`config.mk`:
```
export PLATFORM = sky130hd
export DESIGN_NAME = uaf_top
export DESIGN_NICKNAME = d
export VERILOG_FILES = /design/src/rtl/uaf_pkg.sv /design/src/rtl/uaf_top.sv /design/src/rtl/uaf_chan.sv
export SDC_FILE = /design/constraint.sdc
export NUM_CORES = 1
export LEC_CHECK = 0
export ABC_AREA = 1
export BUFFER_PORTS_ARGS = -buffer_cell sky130_fd_sc_hd__buf_2
export CELL_PAD_IN_SITES_DETAIL_PLACEMENT = 1
export CELL_PAD_IN_SITES_GLOBAL_PLACEMENT = 1
export CORE_MARGIN = 2
export CORE_UTILIZATION = 45
export CTS_CLUSTER_SIZE = 28
export DETAILED_ROUTE_END_ITERATION = 10
export PLACE_DENSITY = 0.86
export RECOVER_POWER = 50
export SYNTH_ARGS = -nofsm -noshare
export SYNTH_HDL_FRONTEND = slang
export SYNTH_SLANG_ARGS = --single-unit
```
`constraint.sdc`:
```
create_clock -name clk -period 8.3 [get_ports clk]
set_clock_uncertainty 0.2 [all_clocks]
set_input_delay 1.66 -clock clk [delete_from_list [all_inputs] [get_ports clk]]
set_output_delay 1.66 -clock clk [all_outputs]
set_load 0.05 [all_outputs]
```
`src/rtl/uaf_pkg.sv`:
```
// Constants, types and register map of the multiprocessor serial port
package uaf_pkg;

    // ========================================================================
    // Register map (byte addresses, 32-bit aligned words)
    // ========================================================================
    localparam int          ADDR_W    = 12;
    localparam int          NCH       = 2;
    localparam logic [11:0] OFS_CTRL0 = 12'h420;
    localparam logic [11:0] OFS_CTRL1 = 12'h424;
    localparam logic [11:0] OFS_ADDR0 = 12'h428;
    localparam logic [11:0] OFS_ADDR1 = 12'h42C;
    localparam logic [11:0] OFS_MASK0 = 12'h430;
    localparam logic [11:0] OFS_MASK1 = 12'h434;
    localparam logic [11:0] OFS_DATA0 = 12'h438;
    localparam logic [11:0] OFS_DATA1 = 12'h43C;
    localparam logic [11:0] OFS_ISTAT = 12'h440;
    localparam logic [11:0] OFS_IMASK = 12'h444;

    // Word index from the first offset; one per channel for the paired kinds
    localparam logic [3:0]  SEL_CTRL  = 4'h0;
    localparam logic [3:0]  SEL_ADDR  = 4'h2;
    localparam logic [3:0]  SEL_MASK  = 4'h4;
    localparam logic [3:0]  SEL_DATA  = 4'h6;
    localparam logic [3:0]  SEL_ISTAT = 4'h8;
    localparam logic [3:0]  SEL_IMASK = 4'h9;
    localparam logic [3:0]  SEL_NONE  = 4'hF;

    localparam logic [7:0]  CTRL_RST  = 8'h00;
    localparam logic [7:0]  SLAVE_ADDRESS_RST = 8'h00;
    localparam logic [7:0]  SMASK_RST = 8'h00;
    localparam logic [3:0]  IMASK_RST = 4'h0;

    // Status bit of channel n: receive at 2n, transmit at 2n+1
    localparam int          IST_RX    = 0;
    localparam int          IST_TX    = 1;

    // ========================================================================
    // Bit timing, 16 oversampling ticks per bit
    // ========================================================================
    localparam logic [3:0]  OS_MID    = 4'h7;
    localparam logic [3:0]  OS_LAST   = 4'hF;
    localparam logic [3:0]  RX_LAST8  = 4'h7;
    localparam logic [3:0]  RX_LAST9  = 4'h8;
    localparam logic [3:0]  TX_LAST0  = 4'h7;
    localparam logic [3:0]  TX_LAST8  = 4'h9;
    localparam logic [3:0]  TX_LAST9  = 4'hA;

    // ========================================================================
    // Types
    // ========================================================================
    typedef enum logic [1:0] {
        MODE_SHIFT  = 2'b00,
        MODE_UART8  = 2'b01,
        MODE_UART9F = 2'b10,
        MODE_UART9V = 2'b11
    } uaf_mode_e;

    typedef enum logic [3:0] {
        RX_IDLE  = 4'b0001,
        RX_START = 4'b0010,
        RX_DATA  = 4'b0100,
        RX_STOP  = 4'b1000
    } uaf_rx_state_e;

    typedef enum logic [1:0] {
        TX_IDLE  = 2'b01,
        TX_SHIFT = 2'b10
    } uaf_tx_state_e;

    typedef struct packed {
        logic mode_select_high;
        logic mode_select_low;
        logic multiproc_enable;
        logic rx_enable;
        logic tx_ninth_bit;
        logic rx_ninth_bit;
        logic tx_done_flag;
        logic rx_done_flag;
    } uaf_ctrl_s;

    typedef struct packed {
        logic [7:0] data;
        logic       ninth;
        logic       stop_ok;
    } uaf_rx_s;

endpackage : uaf_pkg

```
`src/rtl/uaf_top.sv`:
```
// Two-channel serial port with multiprocessor address filter and APB registers
`timescale 1ns/1ps
`default_nettype none
module uaf_top (
    input  wire logic                       clk,
    input  wire logic                       rst,
    input  wire logic                       psel,
    input  wire logic                       penable,
    input  wire logic                       pwrite,
    input  wire logic [uaf_pkg::ADDR_W-1:0] paddr,
    input  wire logic [31:0]                pwdata,
    output logic      [31:0]                prdata,
    output logic                            pready,
    output logic                            pslverr,
    input  wire logic [1:0]                 rate_tick,
    input  wire logic [1:0]                 rxd_pin,
    output logic      [1:0]                 rxd_out,
    output logic      [1:0]                 rxd_oe,
    output logic      [1:0]                 txd,
    output logic                            irq
);
    import uaf_pkg::*;

    // ========================================================================
    // Helpers
    // ========================================================================
    function automatic logic [3:0] reg_sel(input logic [ADDR_W-1:0] a);
        logic [ADDR_W-1:0] d;
        d = a - OFS_CTRL0;
        if ((a < OFS_CTRL0) || (a > OFS_IMASK) || (a[1:0] != 2'b00))
            reg_sel = SEL_NONE;
        else
            reg_sel = d[5:2];
    endfunction : reg_sel

    function automatic logic frame_accept(
        input uaf_ctrl_s  c,
        input uaf_rx_s    w,
        input logic [7:0] sa,
        input logic [7:0] sm
    );
        logic       hit;
        logic [7:0] bcast;
        bcast = sa | sm;
        hit   = (((w.data ^ sa) & sm) == 8'h00)
             || ((w.data & bcast) == bcast);
        case ({c.mode_select_high, c.mode_select_low})
            MODE_SHIFT:
                frame_accept = 1'b1;
            MODE_UART8:
                frame_accept = !c.multiproc_enable || w.stop_ok;
            default:
                frame_accept = !c.multiproc_enable || (w.ninth && hit);
        endcase
    endfunction : frame_accept

    // ========================================================================
    // State
    // ========================================================================
    logic [1:0]  rxd_s1_reg, rxd_s2_reg;
    uaf_ctrl_s   ctrl_reg   [NCH];
    uaf_ctrl_s   ctrl_next  [NCH];
    logic [7:0]  slave_address_reg  [NCH];
    logic [7:0]  slave_address_next [NCH];
    logic [7:0]  smask_reg  [NCH];
    logic [7:0]  smask_next [NCH];
    logic [7:0]  rxbuf_reg  [NCH];
    logic [7:0]  rxbuf_next [NCH];
    logic [7:0]  txbyte_reg [NCH];
    logic [7:0]  txbyte_next[NCH];
    logic [1:0]  txgo_reg, txgo_next;
    logic [3:0]  status_reg, status_next, status_set;
    logic [3:0]  imask_reg, imask_next;
    logic        irq_next, div_reg, div_next;
    logic [31:0] prdata_next;
    logic        pready_next, pslverr_next;
    logic [3:0]  sel;
    logic        wr_fire;
    logic [7:0]  rd;
    uaf_mode_e   chan_mode  [NCH];
    logic [1:0]  os_tick, rx_start0, rx_arm, tx_ninth;
    logic [1:0]  rx_valid, tx_done_p;
    uaf_rx_s     rx_word    [NCH];

    // ========================================================================
    // Channels
    // ========================================================================
    genvar g;
    for (g = 0; g < NCH; g++)
    begin : g_chan
        uaf_chan u_chan (
            .clk       (clk),
            .rst       (rst),
            .mode      (chan_mode[g]),
            .os_tick   (os_tick[g]),
            .rxd_in    (rxd_s2_reg[g]),
            .rx_arm    (rx_arm[g]),
            .rx_start0 (rx_start0[g]),
            .tx_go     (txgo_reg[g]),
            .tx_byte   (txbyte_reg[g]),
            .tx_ninth  (tx_ninth[g]),
            .rx_valid  (rx_valid[g]),
            .rx_word   (rx_word[g]),
            .tx_done   (tx_done_p[g]),
            .txd       (txd[g]),
            .rxd_out   (rxd_out[g]),
            .rxd_oe    (rxd_oe[g])
        );
    end

    // ========================================================================
    // Next-state logic
    // ========================================================================
    always_comb
    begin
        sel        = reg_sel(paddr);
        wr_fire    = psel && penable && pready && pwrite;
        status_set = 4'h0;
        div_next   = ~div_reg;
        for (int i = 0; i < NCH; i++)
        begin
            chan_mode[i] = uaf_mode_e'({ctrl_reg[i].mode_select_high,
                                        ctrl_reg[i].mode_select_low});
            // Fixed rates: shift mode clk/16, 9-bit fixed clk/32 per bit
            case (chan_mode[i])
                MODE_SHIFT:  os_tick[i] = 1'b1;
                MODE_UART9F: os_tick[i] = div_reg;
                default:     os_tick[i] = rate_tick[i];
            endcase
            rx_arm[i]    = ctrl_reg[i].rx_enable;
            // Shift-mode reception starts while rx_done_flag is clear, also right after a byte ends, before its flag is set
            rx_start0[i] = ctrl_reg[i].rx_enable && !ctrl_reg[i].rx_done_flag;
            tx_ninth[i]  = ctrl_reg[i].tx_ninth_bit;
            ctrl_next[i]   = ctrl_reg[i];
            slave_address_next[i]  = slave_address_reg[i];
            smask_next[i]  = smask_reg[i];
            rxbuf_next[i]  = rxbuf_reg[i];
            txbyte_next[i] = txbyte_reg[i];
            txgo_next[i]   = 1'b0;
            if (wr_fire)
            begin
                if (sel == SEL_CTRL + 4'(i))
                    ctrl_next[i] = uaf_ctrl_s'(pwdata[7:0]);
                if (sel == SEL_ADDR + 4'(i))
                    slave_address_next[i] = pwdata[7:0];
                if (sel == SEL_MASK + 4'(i))
                    smask_next[i] = pwdata[7:0];
                if (sel == SEL_DATA + 4'(i))
                begin
                    txgo_next[i]   = 1'b1;
                    txbyte_next[i] = pwdata[7:0];
                end
            end
            // Hardware sets are applied after the write, so a set wins
            if (tx_done_p[i])
            begin
                ctrl_next[i].tx_done_flag = 1'b1;
                status_set[2*i+IST_TX]    = 1'b1;
            end
            if (rx_valid[i] && ctrl_reg[i].rx_enable
                && frame_accept(ctrl_reg[i], rx_word[i], slave_address_reg[i], smask_reg[i]))
            begin
                ctrl_next[i].rx_done_flag = 1'b1;
                if (chan_mode[i] != MODE_SHIFT)
                    ctrl_next[i].rx_ninth_bit = rx_word[i].ninth;
                rxbuf_next[i]             = rx_word[i].data;
                status_set[2*i+IST_RX]    = 1'b1;
            end
        end
        imask_next  = (wr_fire && sel == SEL_IMASK) ? pwdata[3:0] : imask_reg;
        status_next = (status_reg & ~((wr_fire && sel == SEL_ISTAT) ? pwdata[3:0] : 4'h0))
                    | status_set;
        irq_next    = |(status_next & imask_next);

        // Read data is captured in the setup cycle; access always has one cycle
        case (sel)
            SEL_CTRL:          rd = ctrl_reg[0];
            SEL_CTRL + 4'h1:   rd = ctrl_reg[1];
            SEL_ADDR:          rd = slave_address_reg[0];
            SEL_ADDR + 4'h1:   rd = slave_address_reg[1];
            SEL_MASK:          rd = smask_reg[0];
            SEL_MASK + 4'h1:   rd = smask_reg[1];
            SEL_DATA:          rd = rxbuf_reg[0];
            SEL_DATA + 4'h1:   rd = rxbuf_reg[1];
            SEL_ISTAT:         rd = {4'h0, status_reg};
            SEL_IMASK:         rd = {4'h0, imask_reg};
            default:           rd = 8'h00;
        endcase
        pready_next  = psel && !penable;
        pslverr_next = psel && !penable && (sel == SEL_NONE);
        prdata_next  = (psel && !penable) ? {24'h00_0000, rd} : prdata;
    end

    // ========================================================================
    // Registers
    // ========================================================================
    always_ff @(posedge clk or posedge rst)
    begin
        if (rst)
        begin
            rxd_s1_reg <= 2'b11;
            rxd_s2_reg <= 2'b11;
            for (int i = 0; i < NCH; i++)
            begin
                ctrl_reg[i]   <= uaf_ctrl_s'(CTRL_RST);
                slave_address_reg[i]  <= SLAVE_ADDRESS_RST;
                smask_reg[i]  <= SMASK_RST;
                rxbuf_reg[i]  <= 8'h00;
                txbyte_reg[i] <= 8'h00;
            end
            txgo_reg   <= 2'b00;
            status_reg <= 4'h0;
            imask_reg  <= IMASK_RST;
            irq        <= 1'b0;
            div_reg    <= 1'b0;
            prdata     <= 32'h0000_0000;
            pready     <= 1'b0;
            pslverr    <= 1'b0;
        end
        else
        begin
            rxd_s1_reg <= rxd_pin;
            rxd_s2_reg <= rxd_s1_reg;
            for (int i = 0; i < NCH; i++)
            begin
                ctrl_reg[i]   <= ctrl_next[i];
                slave_address_reg[i]  <= slave_address_next[i];
                smask_reg[i]  <= smask_next[i];
                rxbuf_reg[i]  <= rxbuf_next[i];
                txbyte_reg[i] <= txbyte_next[i];
            end
            txgo_reg   <= txgo_next;
            status_reg <= status_next;
            imask_reg  <= imask_next;
            irq        <= irq_next;
            div_reg    <= div_next;
            prdata     <= prdata_next;
            pready     <= pready_next;
            pslverr    <= pslverr_next;
        end
    end

endmodule : uaf_top
`default_nettype wire

```
`src/rtl/uaf_chan.sv`:
```
// One serial channel: frame receiver and transmitter with pin drivers
`timescale 1ns/1ps
`default_nettype none
module uaf_chan (
    input  wire logic               clk,
    input  wire logic               rst,
    input  wire uaf_pkg::uaf_mode_e mode,
    input  wire logic               os_tick,
    input  wire logic               rxd_in,
    input  wire logic               rx_arm,
    input  wire logic               rx_start0,
    input  wire logic               tx_go,
    input  wire logic [7:0]         tx_byte,
    input  wire logic               tx_ninth,
    output logic                    rx_valid,
    output var uaf_pkg::uaf_rx_s    rx_word,
    output logic                    tx_done,
    output logic                    txd,
    output logic                    rxd_out,
    output logic                    rxd_oe
);
    import uaf_pkg::*;

    uaf_rx_state_e rx_state_reg, rx_state_next;
    uaf_tx_state_e tx_state_reg, tx_state_next;
    logic [3:0]    rcnt_reg, rcnt_next, rbit_reg, rbit_next;
    logic [3:0]    tcnt_reg, tcnt_next, tbit_reg, tbit_next;
    logic [8:0]    rsh_reg, rsh_next;
    logic [10:0]   tsh_reg, tsh_next;
    logic          rx_valid_next, tx_done_next;
    logic          txd_next, rxd_out_next, rxd_oe_next;
    uaf_rx_s       rx_word_next;
    logic          nine, shift;
    logic [3:0]    rx_last, tx_last;

    // ========================================================================
    // Receive
    // ========================================================================
    always_comb
    begin
        nine          = (mode == MODE_UART9F) || (mode == MODE_UART9V);
        shift         = (mode == MODE_SHIFT);
        rx_last       = nine ? RX_LAST9 : RX_LAST8;
        rx_state_next = rx_state_reg;
        rcnt_next     = rcnt_reg;
        rbit_next     = rbit_reg;
        rsh_next      = rsh_reg;
        rx_valid_next = 1'b0;
        rx_word_next  = rx_word;
        case (rx_state_reg)
            RX_IDLE:
            begin
                rcnt_next = 4'h0;
                rbit_next = 4'h0;
                if (shift && rx_start0)
                    rx_state_next = RX_DATA;
                else if (!shift && !rxd_in)
                    rx_state_next = RX_START;
            end
            RX_START:
                if (os_tick)
                begin
                    rcnt_next = rcnt_reg + 4'h1;
                    if (rcnt_reg == OS_MID)
                    begin
                        // A start bit gone high by mid-bit was a glitch
                        rcnt_next     = 4'h0;
                        rx_state_next = rxd_in ? RX_IDLE : RX_DATA;
                    end
                end
            RX_DATA:
                if (os_tick)
                begin
                    rcnt_next = rcnt_reg + 4'h1;
                    if (rcnt_reg == OS_LAST)
                    begin
                        rsh_next  = {rxd_in, rsh_reg[8:1]};
                        rbit_next = rbit_reg + 4'h1;
                        if (rbit_reg == rx_last)
                        begin
                            if (shift)
                            begin
                                rx_valid_next        = 1'b1;
                                rx_word_next.data    = rsh_next[8:1];
                                rx_word_next.stop_ok = 1'b1;
                                rx_state_next        = RX_IDLE;
                            end
                            else
                                rx_state_next = RX_STOP;
                        end
                    end
                end
            RX_STOP:
                if (os_tick)
                begin
                    rcnt_next = rcnt_reg + 4'h1;
                    if (rcnt_reg == OS_LAST)
                    begin
                        rx_valid_next        = 1'b1;
                        rx_word_next.data    = nine ? rsh_reg[7:0] : rsh_reg[8:1];
                        rx_word_next.ninth   = nine ? rsh_reg[8] : rxd_in;
                        rx_word_next.stop_ok = rxd_in;
                        rx_state_next        = RX_IDLE;
                    end
                end
            default:
                rx_state_next = RX_IDLE;
        endcase
        if (!rx_arm)
            rx_state_next = RX_IDLE;
    end

    // ========================================================================
    // Transmit and pins
    // ========================================================================
    always_comb
    begin
        tx_last       = shift ? TX_LAST0 : (nine ? TX_LAST9 : TX_LAST8);
        tx_state_next = tx_state_reg;
        tcnt_next     = tcnt_reg;
        tbit_next     = tbit_reg;
        tsh_next      = tsh_reg;
        tx_done_next  = 1'b0;
        case (tx_state_reg)
            TX_IDLE:
            begin
                tcnt_next = 4'h0;
                tbit_next = 4'h0;
                if (tx_go)
                begin
                    tx_state_next = TX_SHIFT;
                    if (shift)
                        tsh_next = {3'b111, tx_byte};
                    else if (nine)
                        tsh_next = {1'b1, tx_ninth, tx_byte, 1'b0};
                    else
                        tsh_next = {2'b11, tx_byte, 1'b0};
                end
            end
            TX_SHIFT:
                if (os_tick)
                begin
                    tcnt_next = tcnt_reg + 4'h1;
                    if (tcnt_reg == OS_LAST)
                    begin
                        tsh_next  = {1'b1, tsh_reg[10:1]};
                        tbit_next = tbit_reg + 4'h1;
                        if (tbit_reg == tx_last)
                        begin
                            tx_done_next  = 1'b1;
                            tx_state_next = TX_IDLE;
                        end
                    end
                end
            default:
                tx_state_next = TX_IDLE;
        endcase
        // Shift mode: data on the rxd pin, shift clock on txd, low half first
        if (shift)
        begin
            rxd_oe_next  = (tx_state_next == TX_SHIFT);
            rxd_out_next = tsh_next[0];
            if (tx_state_next == TX_SHIFT)
                txd_next = tcnt_next[3];
            else if (rx_state_next == RX_DATA)
                txd_next = rcnt_next[3];
            else
                txd_next = 1'b1;
        end
        else
        begin
            rxd_oe_next  = 1'b0;
            rxd_out_next = 1'b1;
            txd_next     = (tx_state_next == TX_SHIFT) ? tsh_next[0] : 1'b1;
        end
    end

    always_ff @(posedge clk or posedge rst)
    begin
        if (rst)
        begin
            rx_state_reg <= RX_IDLE;
            tx_state_reg <= TX_IDLE;
            rcnt_reg     <= 4'h0;
            rbit_reg     <= 4'h0;
            tcnt_reg     <= 4'h0;
            tbit_reg     <= 4'h0;
            rsh_reg      <= 9'h000;
            tsh_reg      <= 11'h7FF;
            rx_valid     <= 1'b0;
            rx_word      <= '0;
            tx_done      <= 1'b0;
            txd          <= 1'b1;
            rxd_out      <= 1'b1;
            rxd_oe       <= 1'b0;
        end
        else
        begin
            rx_state_reg <= rx_state_next;
            tx_state_reg <= tx_state_next;
            rcnt_reg     <= rcnt_next;
            rbit_reg     <= rbit_next;
            tcnt_reg     <= tcnt_next;
            tbit_reg     <= tbit_next;
            rsh_reg      <= rsh_next;
            tsh_reg      <= tsh_next;
            rx_valid     <= rx_valid_next;
            rx_word      <= rx_word_next;
            tx_done      <= tx_done_next;
            txd          <= txd_next;
            rxd_out      <= rxd_out_next;
            rxd_oe       <= rxd_oe_next;
        end
    end

endmodule : uaf_chan
`default_nettype wire

```
==> flow_summary.ini, run 1 <==
[synth]
yosys_warnings = 0
avgSynthCellArea_um2 = 7.70
synth-simple-area-share_pct = 25.0
ys_ff_latch = 220
synthArstFlopShare_pct = 100
synth_compound_area_share_pct = 14.8
synthCells = 1502
ys_types = 46
synth_flop_cell = dfrtp_1
yosys.area_share.xor_xnor_pct = 0.530
yosysSeqAreaShare_pct = 48.0
synth_edf_count = 0
synth_area_um2 = 11600
synthMuxAreaShare_pct = 0.0866
synth_top_family_by_area = simple AND/OR/NAND/NOR gates
synth-adder-area-share_pct = 1.30

[global_routing]
grt_util_all_layers_pct = 24.7
grt_overflow_total = 0
grt_pass1_vias = 10800
grt_max_degree = 110
grt_pass1_wl_um = 53600
antenna_found_initial = 0

[timing]
slew_headroom_pct = -226
min_period_ns = 5.10
finalSetupViolations = 0
finalHoldViolCount = 0
timing.fmax_mhz = 196
slew_viol_final = 110
fin_tns_setup_ns = 0
period_share_pct = 61.5
rsz0062_at_grt = no
tightestPinTransition_ns = 4.86

[route]
ant_nets = 0
vias = 10400
drc = 0
dr.pass1.iters = 5
drt_iter0_drc = 701
finalWirelength_um = 32600
avgRoutedWirePerCell_um = 17.3
routed_via_density = 5.51

[cells_and_area]
largest_reg_flops = 22
fin_util_pct = 50.3
fin_nets = 1596
drive_gt1_share_pct = 9.49
multiInputGateArea_um2 = 4910
num-fill-cells = 3185
area_growth_pct = 9.61
antenna_cells = 0
regArea_um2 = 5550

[worst_hold_path]
holdPathStages = 0
hold_path_end = rxd_s2_reg[1]
hp-class = reg -> reg
worstHoldStart = rxd_s1_reg[1]

[clock_network]
cts_buffers = 25
post_cts_resized = 0
numClockSinks = 220
cts_root_buffer = clkbuf_16
cts_max_path_buffers = 3
cts_tree = yes
hold_buffers = 0
clkSlewWorstSetupHoldPaths_ns = 0.06
h-tree-depth = 1
postCtsSetupRepairBufs = 0
clk_latency_ns = 0.53

[die]
core_area_um2 = 25200
die_y_um = 164
num_rows = 58
die_x_um = 164
dieArea_um2 = 27000
start_util_pct = 45.9
boundaryPins = 94

[worst_setup_path]
r2r_cells = 11
reg2reg_from = chan_mode[3]
max_stage_delay_ns = 2.69
crit_fanout = 109
critPathLaunch = rst
cp.arrival_ns = 5.47
setup.worst_path.end_class = async pin
cpMaxStageDelayCell = clkinvlp_2
cp_top_family = buffers and inverters
cp_cell_sequence = clkbuf_1, clkinvlp_2, buf_4
cp-start-kind = input pin
r2r_slack_ns = 4.60
crit_type = in -> async
cp.required_ns = 8.66
reg2reg_to = irq
cp_num_buf_inv = 3

[status]
violations = max-capacitance violations, max-slew violations
status = complete, but fails checks

[run]
cap_violations = 1

[power]
leakage_nw = 6.09
ir_drop_mv = 0.101
finalPower_mw = 2.25
p_per_area_nw_per_um2 = 177

[placement]
hpwlAfterDp_um = 23200
port-buffer-count = 45
finalWeightedCongestion = 0.847
==> worst reg2reg max path, stage by stage, from the launching register on <==
cell	delay, ns
dfrtp_1	0.88
inv_1	0.33
nand2_1	0.52
inv_1	0.43
nor2_1	0.21
nand2_1	0.07
nand2_1	0.53
nand2_1	0.17
nand2_1	0.10
nand2_1	0.06
inv_1	0.05
nand2_1	0.04
==> Yosys cell counts (4+ instances only) <==
cell type  instances  share of area [%]
nand2_2            4               0.22
o21ai_1           28                1.2
nand3_1          138                6.0
dfrtp_1          186                 40
o21ai_0          216                9.3
a21oi_1           20               0.87
clkbuf_1          23               0.75
inv_1            201                6.5
buf_4             31                2.0
nor2_4             5               0.49
nor2_1            99                3.2
buf_2             12               0.52
clkinv_1           6               0.19
o221ai_1           8               0.61
nand2_1          366                 12
ha_1              12                1.3
nand4_1           12               0.65
nand3_2            9               0.78
dfstp_2           34                7.7
nor3_1            18               0.78
xor2_1             6               0.45
nor2_2             5               0.27
o22ai_1           27                1.5
==> where the power goes <==
group / leakage (nW) / internal, mW / total (mW) / switching, mW
clock network: 0.381 / 0.609 / 1.05 / 0.441
registers: 2.74 / 1.08 / 1.09 / 0.00555
logic: 2.97 / 0.0172 / 0.105 / 0.0879
total: 6.09 / 1.71 / 2.25 / 0.535
==> area by class of cell <==
class                   instances  share of cell area (%)
clock buffers                  39                    5.82
clock inverters                 6                   0.286
inverters                     210                    6.23
multi-input cells            1027                    38.8
flip-flops and latches        220                    43.8
well taps                     330                    3.26
repair buffers                 47                    1.87
==> layout by cell type (no fill, tap or decap), types with 11 or more instances in the layout <==
master,instances
a21oi_1,20
nor3_1,18
dfstp_2,34
buf_2,42
o21ai_0,217
clkbuf_1,11
ha_1,12
clkbuf_16,25
nand2_1,366
inv_1,200
nand3_1,138
nand4_1,12
o22ai_1,27
conb_1,24
o21ai_1,28
dfrtp_1,186
nor2_1,100
==> through the flow <==
step	setup WS (ns)	hold WS, ns	cell area (um2)	std cells
2_1_floorplan	0.475	0.145	11600	1525
3_3_place_gp	4.34	0.146	11900	1834
3_5_place_dp	4.28	0.148	11900	1834
4_1_cts	4.58	0.156	12700	1879
5_1_grt	2.45	0.157	12700	1879
6_report	3.20	0.156	12700	1879
==> worst max path at each step <==
stage / end / slack, ns / cells past startpoint
floorplan: chan_mode[0] / 0.48 / 1
global placement: ctrl_reg[10] / 4.34 / 11
detailed placement: ctrl_reg[10] / 4.28 / 12
CTS: irq / 4.58 / 11
global route: txbyte_reg[5] / 2.45 / 3
finish: g_chan[1].u_chan.tx_state_reg[1] / 3.20 / 3
==> cell families (layout without fill, tap and decap cells) <==
| family | Yosys count | count (layout) |
|---|---|---|
| AND/OR/NAND/NOR | 665 | 665 |
| AO/OA/AOI/OAI | 318 | 318 |
| buffers and inverters | 278 | 302 |
| flip-flops | 220 | 220 |
| adder cells (fa/ha/maj) | 12 | 12 |
| XOR/XNOR | 7 | 7 |
| other | 1 | 24 |
| multiplexers | 1 | 1 |
==> metal layers <==
layer  track usage [%]  wire [um]  vias to the layer above
li1                  -          -                     4908
met1              32.4      14400                     5156
met2              42.7      16100                      224
met3              2.83       1160                       62
met4              7.97        921                        0
met5                 0          0                        -
(Power assumes the default switching activity.)
==> run 2: changes to the inputs <==
Settings changed: CORE_UTILIZATION 45 to 40, PLACE_DENSITY 0.86 to 0.82.
Clock period 8.3 ns to 4.2 ns, I/O delays scaled along.
==> run 2 against run 1 <==
Net effect: critical endpoint is now g_chan[1].u_chan.rx_word[5]; critical path depth rose by 6; utilization fell by 5.1 points; via count fell by 1.2%; die area rose by 12%; largest power group is now clock; sequential share of layout area fell by 0.79 points; largest cell class unchanged; the run still ends with max-capacitance violations, max-slew violations left; global-route usage fell by 2.8 points; combinational power rose by 97%.
==> flow_summary.ini, run 2 (synthesized netlist as in run 1, its figures left out) <==
[status]
status = complete, but fails checks
violations = max-capacitance violations, max-slew violations

[power]
leakage_nw = 6.18
p_per_area_nw_per_um2 = 362
ir_drop_mv = 0.257

[worst_setup_path]
crit_fanout = 23
crit_type = reg -> reg
reg2reg_to = g_chan[1].u_chan.rx_word[5]
r2r_cells = 9
cp.arrival_ns = 3.72
max_stage_delay_ns = 0.80
cp_top_family = simple AND/OR/NAND/NOR gates
reg2reg_from = chan_mode[1]
cp_cell_sequence = inv_1, o21ai_0, nand2_1, nand2_1, nor2_1, inv_1, nand2_1, o21ai_0, inv_1
setup.worst_path.end_class = flip-flop
r2r_slack_ns = 0.69
cp.required_ns = 4.41
cpMaxStageDelayCell = dfrtp_1
cp-start-kind = flip-flop
cp_num_buf_inv = 3

[clock_network]
clkSlewWorstSetupHoldPaths_ns = 0.07
cts_buffers = 24
post_cts_resized = 0
hold_buffers = 0
cts_max_path_buffers = 3
numClockSinks = 220
cts_root_buffer = clkbuf_16
clk_latency_ns = 0.52
postCtsSetupRepairBufs = 0
h-tree-depth = 1
cts_tree = yes

[placement]
pre_cts_slack_ns = 0.776
place_inst = 1898
finalWeightedCongestion = 0.843
hpwlAfterDp_um = 23400
port-buffer-count = 45

[timing]
min_period_ns = 3.51
timing.fmax_mhz = 285
slew_headroom_pct = -28.6
period_share_pct = 83.5
fin_tns_setup_ns = 0
finalSetupViolations = 0
rsz0062_at_grt = no
finalHoldViolCount = 0
fin_ws_ns = 0.692
tightestPinTransition_ns = 1.93
fin_hold_ws_ns = 0.157
slew_viol_final = 127

[cells_and_area]
largest_reg_flops = 22
mostFrequentLayoutCells = 366 x nand2_1, 216 x o21ai_0, 200 x inv_1
area_growth_pct = 11.6
antenna_cells = 0
final_common_cell = nand2_1
drive_gt1_share_pct = 10.5
fin_util_pct = 45.2
final_cells = 1942
fin_nets = 1605

[global_routing]
grt_overflow_total = 0
grt_pass1_wl_um = 54800
grt_max_degree = 88
grt_util_all_layers_pct = 21.9
grt_pass1_vias = 10900
antenna_found_initial = 0

[worst_hold_path]
worstHoldStart = rxd_s1_reg[1]
hold_path_end = rxd_s2_reg[1]
holdPathStages = 0
hp-class = reg -> reg

[die]
dieArea_um2 = 30300
die_x_um = 174
die_y_um = 174
boundaryPins = 94
core_area_um2 = 28500
num_rows = 62
start_util_pct = 40.5

[route]
drc = 0
routed_via_density = 5.26
vias = 10200
finalWirelength_um = 32900
drt_iter0_drc = 532
dr.pass1.iters = 5
avgRoutedWirePerCell_um = 17.0
ant_nets = 0

[run]
cap_violations = 2
## run 2: worst register-to-register path: stages (launching register included)
cell     delay (ns)
dfrtp_1        0.80
inv_1          0.38
o21ai_0        0.25
nand2_1        0.29
nand2_1        0.26
nor2_1         0.09
inv_1          0.32
nand2_1        0.44
o21ai_0        0.30
inv_1          0.06
## run 2: cell type report
| class | instances | area (um2) |
|---|---|---|
| Sequential cell | 220 | 5550 |
| Timing Repair Buffer | 57 | 307 |
| Clock buffer | 34 | 709 |
| Clock inverter | 10 | 155 |
| Multi-Input combinational cell | 1027 | 4920 |
| Fill cell | 3571 | 15600 |
| Tap cell | 384 | 480 |
| Inverter | 210 | 790 |
## run 2: worst max path at each step
| stage | startpoint | endpoint | slack, ns | cells past startpoint |
|---|---|---|---|---|
| 2_1_floorplan | rst | chan_mode[0] | 0.32 | 1 |
| 3_3_place_gp | chan_mode[1] | g_chan[1].u_chan.rx_word[5] | 0.90 | 9 |
| 3_5_place_dp | chan_mode[1] | g_chan[1].u_chan.rx_word[5] | 0.78 | 9 |
| 4_1_cts | chan_mode[1] | g_chan[1].u_chan.rx_word[5] | 0.72 | 9 |
| 5_1_grt | rst | slave_address_reg[15] | 0.18 | 3 |
| 6_report | chan_mode[1] | g_chan[1].u_chan.rx_word[5] | 0.69 | 9 |
## run 2: per-stage QoR
| step | area [um2] | power [mW] |
|---|---|---|
| finish | 12900 | 4.67 |
| floorplan | 11700 | 2.36 |
| CTS | 13000 | 4.72 |
| detailed placement | 12100 | 2.40 |
| global route | 12900 | 4.81 |
| global placement | 12100 | 2.40 |
## run 2: where the power goes
group / switching (mW) / leakage [nW] / internal, mW
combinational: 0.173 / 3.02 / 0.0332
sequential: 0.0106 / 2.74 / 2.14
clock: 0.889 / 0.421 / 1.42
## run 2: per-layer routing
layer	global-route usage (%)	up-vias	routed length (um)
met1	28.7	5085	15100
met5	0	-	0
met3	2.23	56	878
met2	38.3	165	16000
met4	6.62	0	879
li1	-	4918	-
==> run 3: changes to the inputs <==
Settings changed: CORE_UTILIZATION 40 to 45, PLACE_DENSITY 0.82 to 0.86.
Clock period 4.2 ns to 3.3 ns, I/O delays scaled along.
==> run 3 against run 2 <==
Net effect: the flow now finishes without violations; worst setup slack got worse by 0.16 ns; count of clock-buffer cells in the layout up 6; fmax increased by 27%; final cell count down 2.3%; power is 24% higher; global-route usage rose by 3.9 points; sequential power grew 27%; utilization is 5.9 points higher; design area is 0.37% lower; first-iteration DRC count up 16%; sequential cell count did not move; die area fell by 11%.
==> flow_summary.ini, run 3 (synthesized netlist as in run 1, its figures left out) <==
[clock_network]
hold_buffers = 0
cts_root_buffer = clkbuf_16
postCtsSetupRepairBufs = 0
clk_latency_ns = 0.54
cts_max_path_buffers = 3
post_cts_resized = 0
clkSlewWorstSetupHoldPaths_ns = 0.06
numClockSinks = 220
h-tree-depth = 1
cts_tree = yes
cts_buffers = 24

[timing]
finalHoldViolCount = 0
tightestPinTransition_ns = 1.46
rsz0062_at_grt = no
fin_ws_ns = 0.537
slew_headroom_pct = 2.84
finalSetupViolations = 0
timing.fmax_mhz = 362
slew_viol_final = 0
fin_hold_ws_ns = 0.0180
min_period_ns = 2.76
period_share_pct = 83.7
fin_tns_setup_ns = 0

[route]
routed_via_density = 5.53
vias = 10500
drt_iter0_drc = 617
drc = 0
ant_nets = 0
dr.pass1.iters = 5
avgRoutedWirePerCell_um = 17.8
finalWirelength_um = 33800

[power]
ir_drop_mv = 0.271
p_per_area_nw_per_um2 = 450
finalPower_mw = 5.79
leakage_nw = 6.21

[global_routing]
antenna_found_initial = 0
grt_max_degree = 57
grt_util_all_layers_pct = 25.8
grt_overflow_total = 0
grt_pass1_vias = 11000
grt_pass1_wl_um = 55900

[die]
dieArea_um2 = 27000
die_y_um = 164
start_util_pct = 45.9
core_area_um2 = 25200
num_rows = 58
boundaryPins = 94
die_x_um = 164

[placement]
place_area_um2 = 12100
hpwlAfterDp_um = 24000
pre_cts_slack_ns = 0.320
port-buffer-count = 45
place_inst = 1854
finalWeightedCongestion = 0.876

[worst_setup_path]
cp.required_ns = 3.50
cp-start-kind = flip-flop
crit_fanout = 11
max_stage_delay_ns = 0.38
crit_type = reg -> reg
cpMaxStageDelayCell = dfrtp_1
cp.arrival_ns = 2.97
setup.worst_path.end_class = flip-flop
cp_cell_sequence = inv_1, o21ai_0, nand2_1, nand2_1, nor2_1, inv_1, nand2_1, buf_4, o21ai_0, inv_1

[cells_and_area]
antenna_cells = 0
stdcell_area_um2 = 12900
largest_reg_flops = 22
area_growth_pct = 11.2
drive_gt1_share_pct = 10.8
regArea_um2 = 5550
fin_util_pct = 51.1
final_cells = 1897
num-fill-cells = 3125
mostFrequentLayoutCells = 366 x nand2_1, 216 x o21ai_0, 200 x inv_1
multiInputGateArea_um2 = 4920
final_common_cell = nand2_1
fin_nets = 1615

[status]
status = completed

[run]
cap_violations = 0

[worst_hold_path]
hp-class = in -> reg
==> run 3: power breakdown <==
group / internal (mW) / total [mW] / switching (mW)
Combinational: 0.0434 / 0.266 / 0.223
Sequential: 2.73 / 2.74 / 0.0132
Clock: 1.66 / 2.78 / 1.12
==> run 3: critical path: cells and delay by family (launching register included) <==
family          cells  cell delay, ns
compound gates      2            0.41
flops               1            0.38
simple gates        4            0.78
buf+inv             4            0.86
==> run 3: worst paths after layout <==
path	start	endpoint	slack [ns]	cells past startpoint
min reg2reg	rxd_s1_reg[1]	rxd_s2_reg[1]	0.16	0
max	chan_mode[1]	g_chan[1].u_chan.rx_word[7]	0.54	10
max in group asynchronous	rst	g_chan[1].u_chan.rsh_reg[2]	0.80	3
max reg2reg	chan_mode[1]	g_chan[1].u_chan.rx_word[7]	0.54	10
min in group asynchronous	rst	g_chan[0].u_chan.rsh_reg[2]	0.15	2
min	rxd_pin[0]	rxd_s1_reg[0]	0.02	1
==> run 3: final cells by class <==
class,instances,area share (%)
Timing Repair Buffer,67,2.95
Inverter,210,6.14
Clock inverter,3,0.311
Multi-Input combinational cell,1027,38.2
Tap cell,330,3.21
Sequential cell,220,43.1
Clock buffer,40,6.00
==> run 3: layer usage <==
layer  vias up  part of all wire (%)  track usage (%)
met5         -                     0                0
met2       245                    50             45.0
met1      5254                    44             33.8
met3        56                   4.2             3.31
li1       4934                     -                -
met4         0                   2.2             6.62
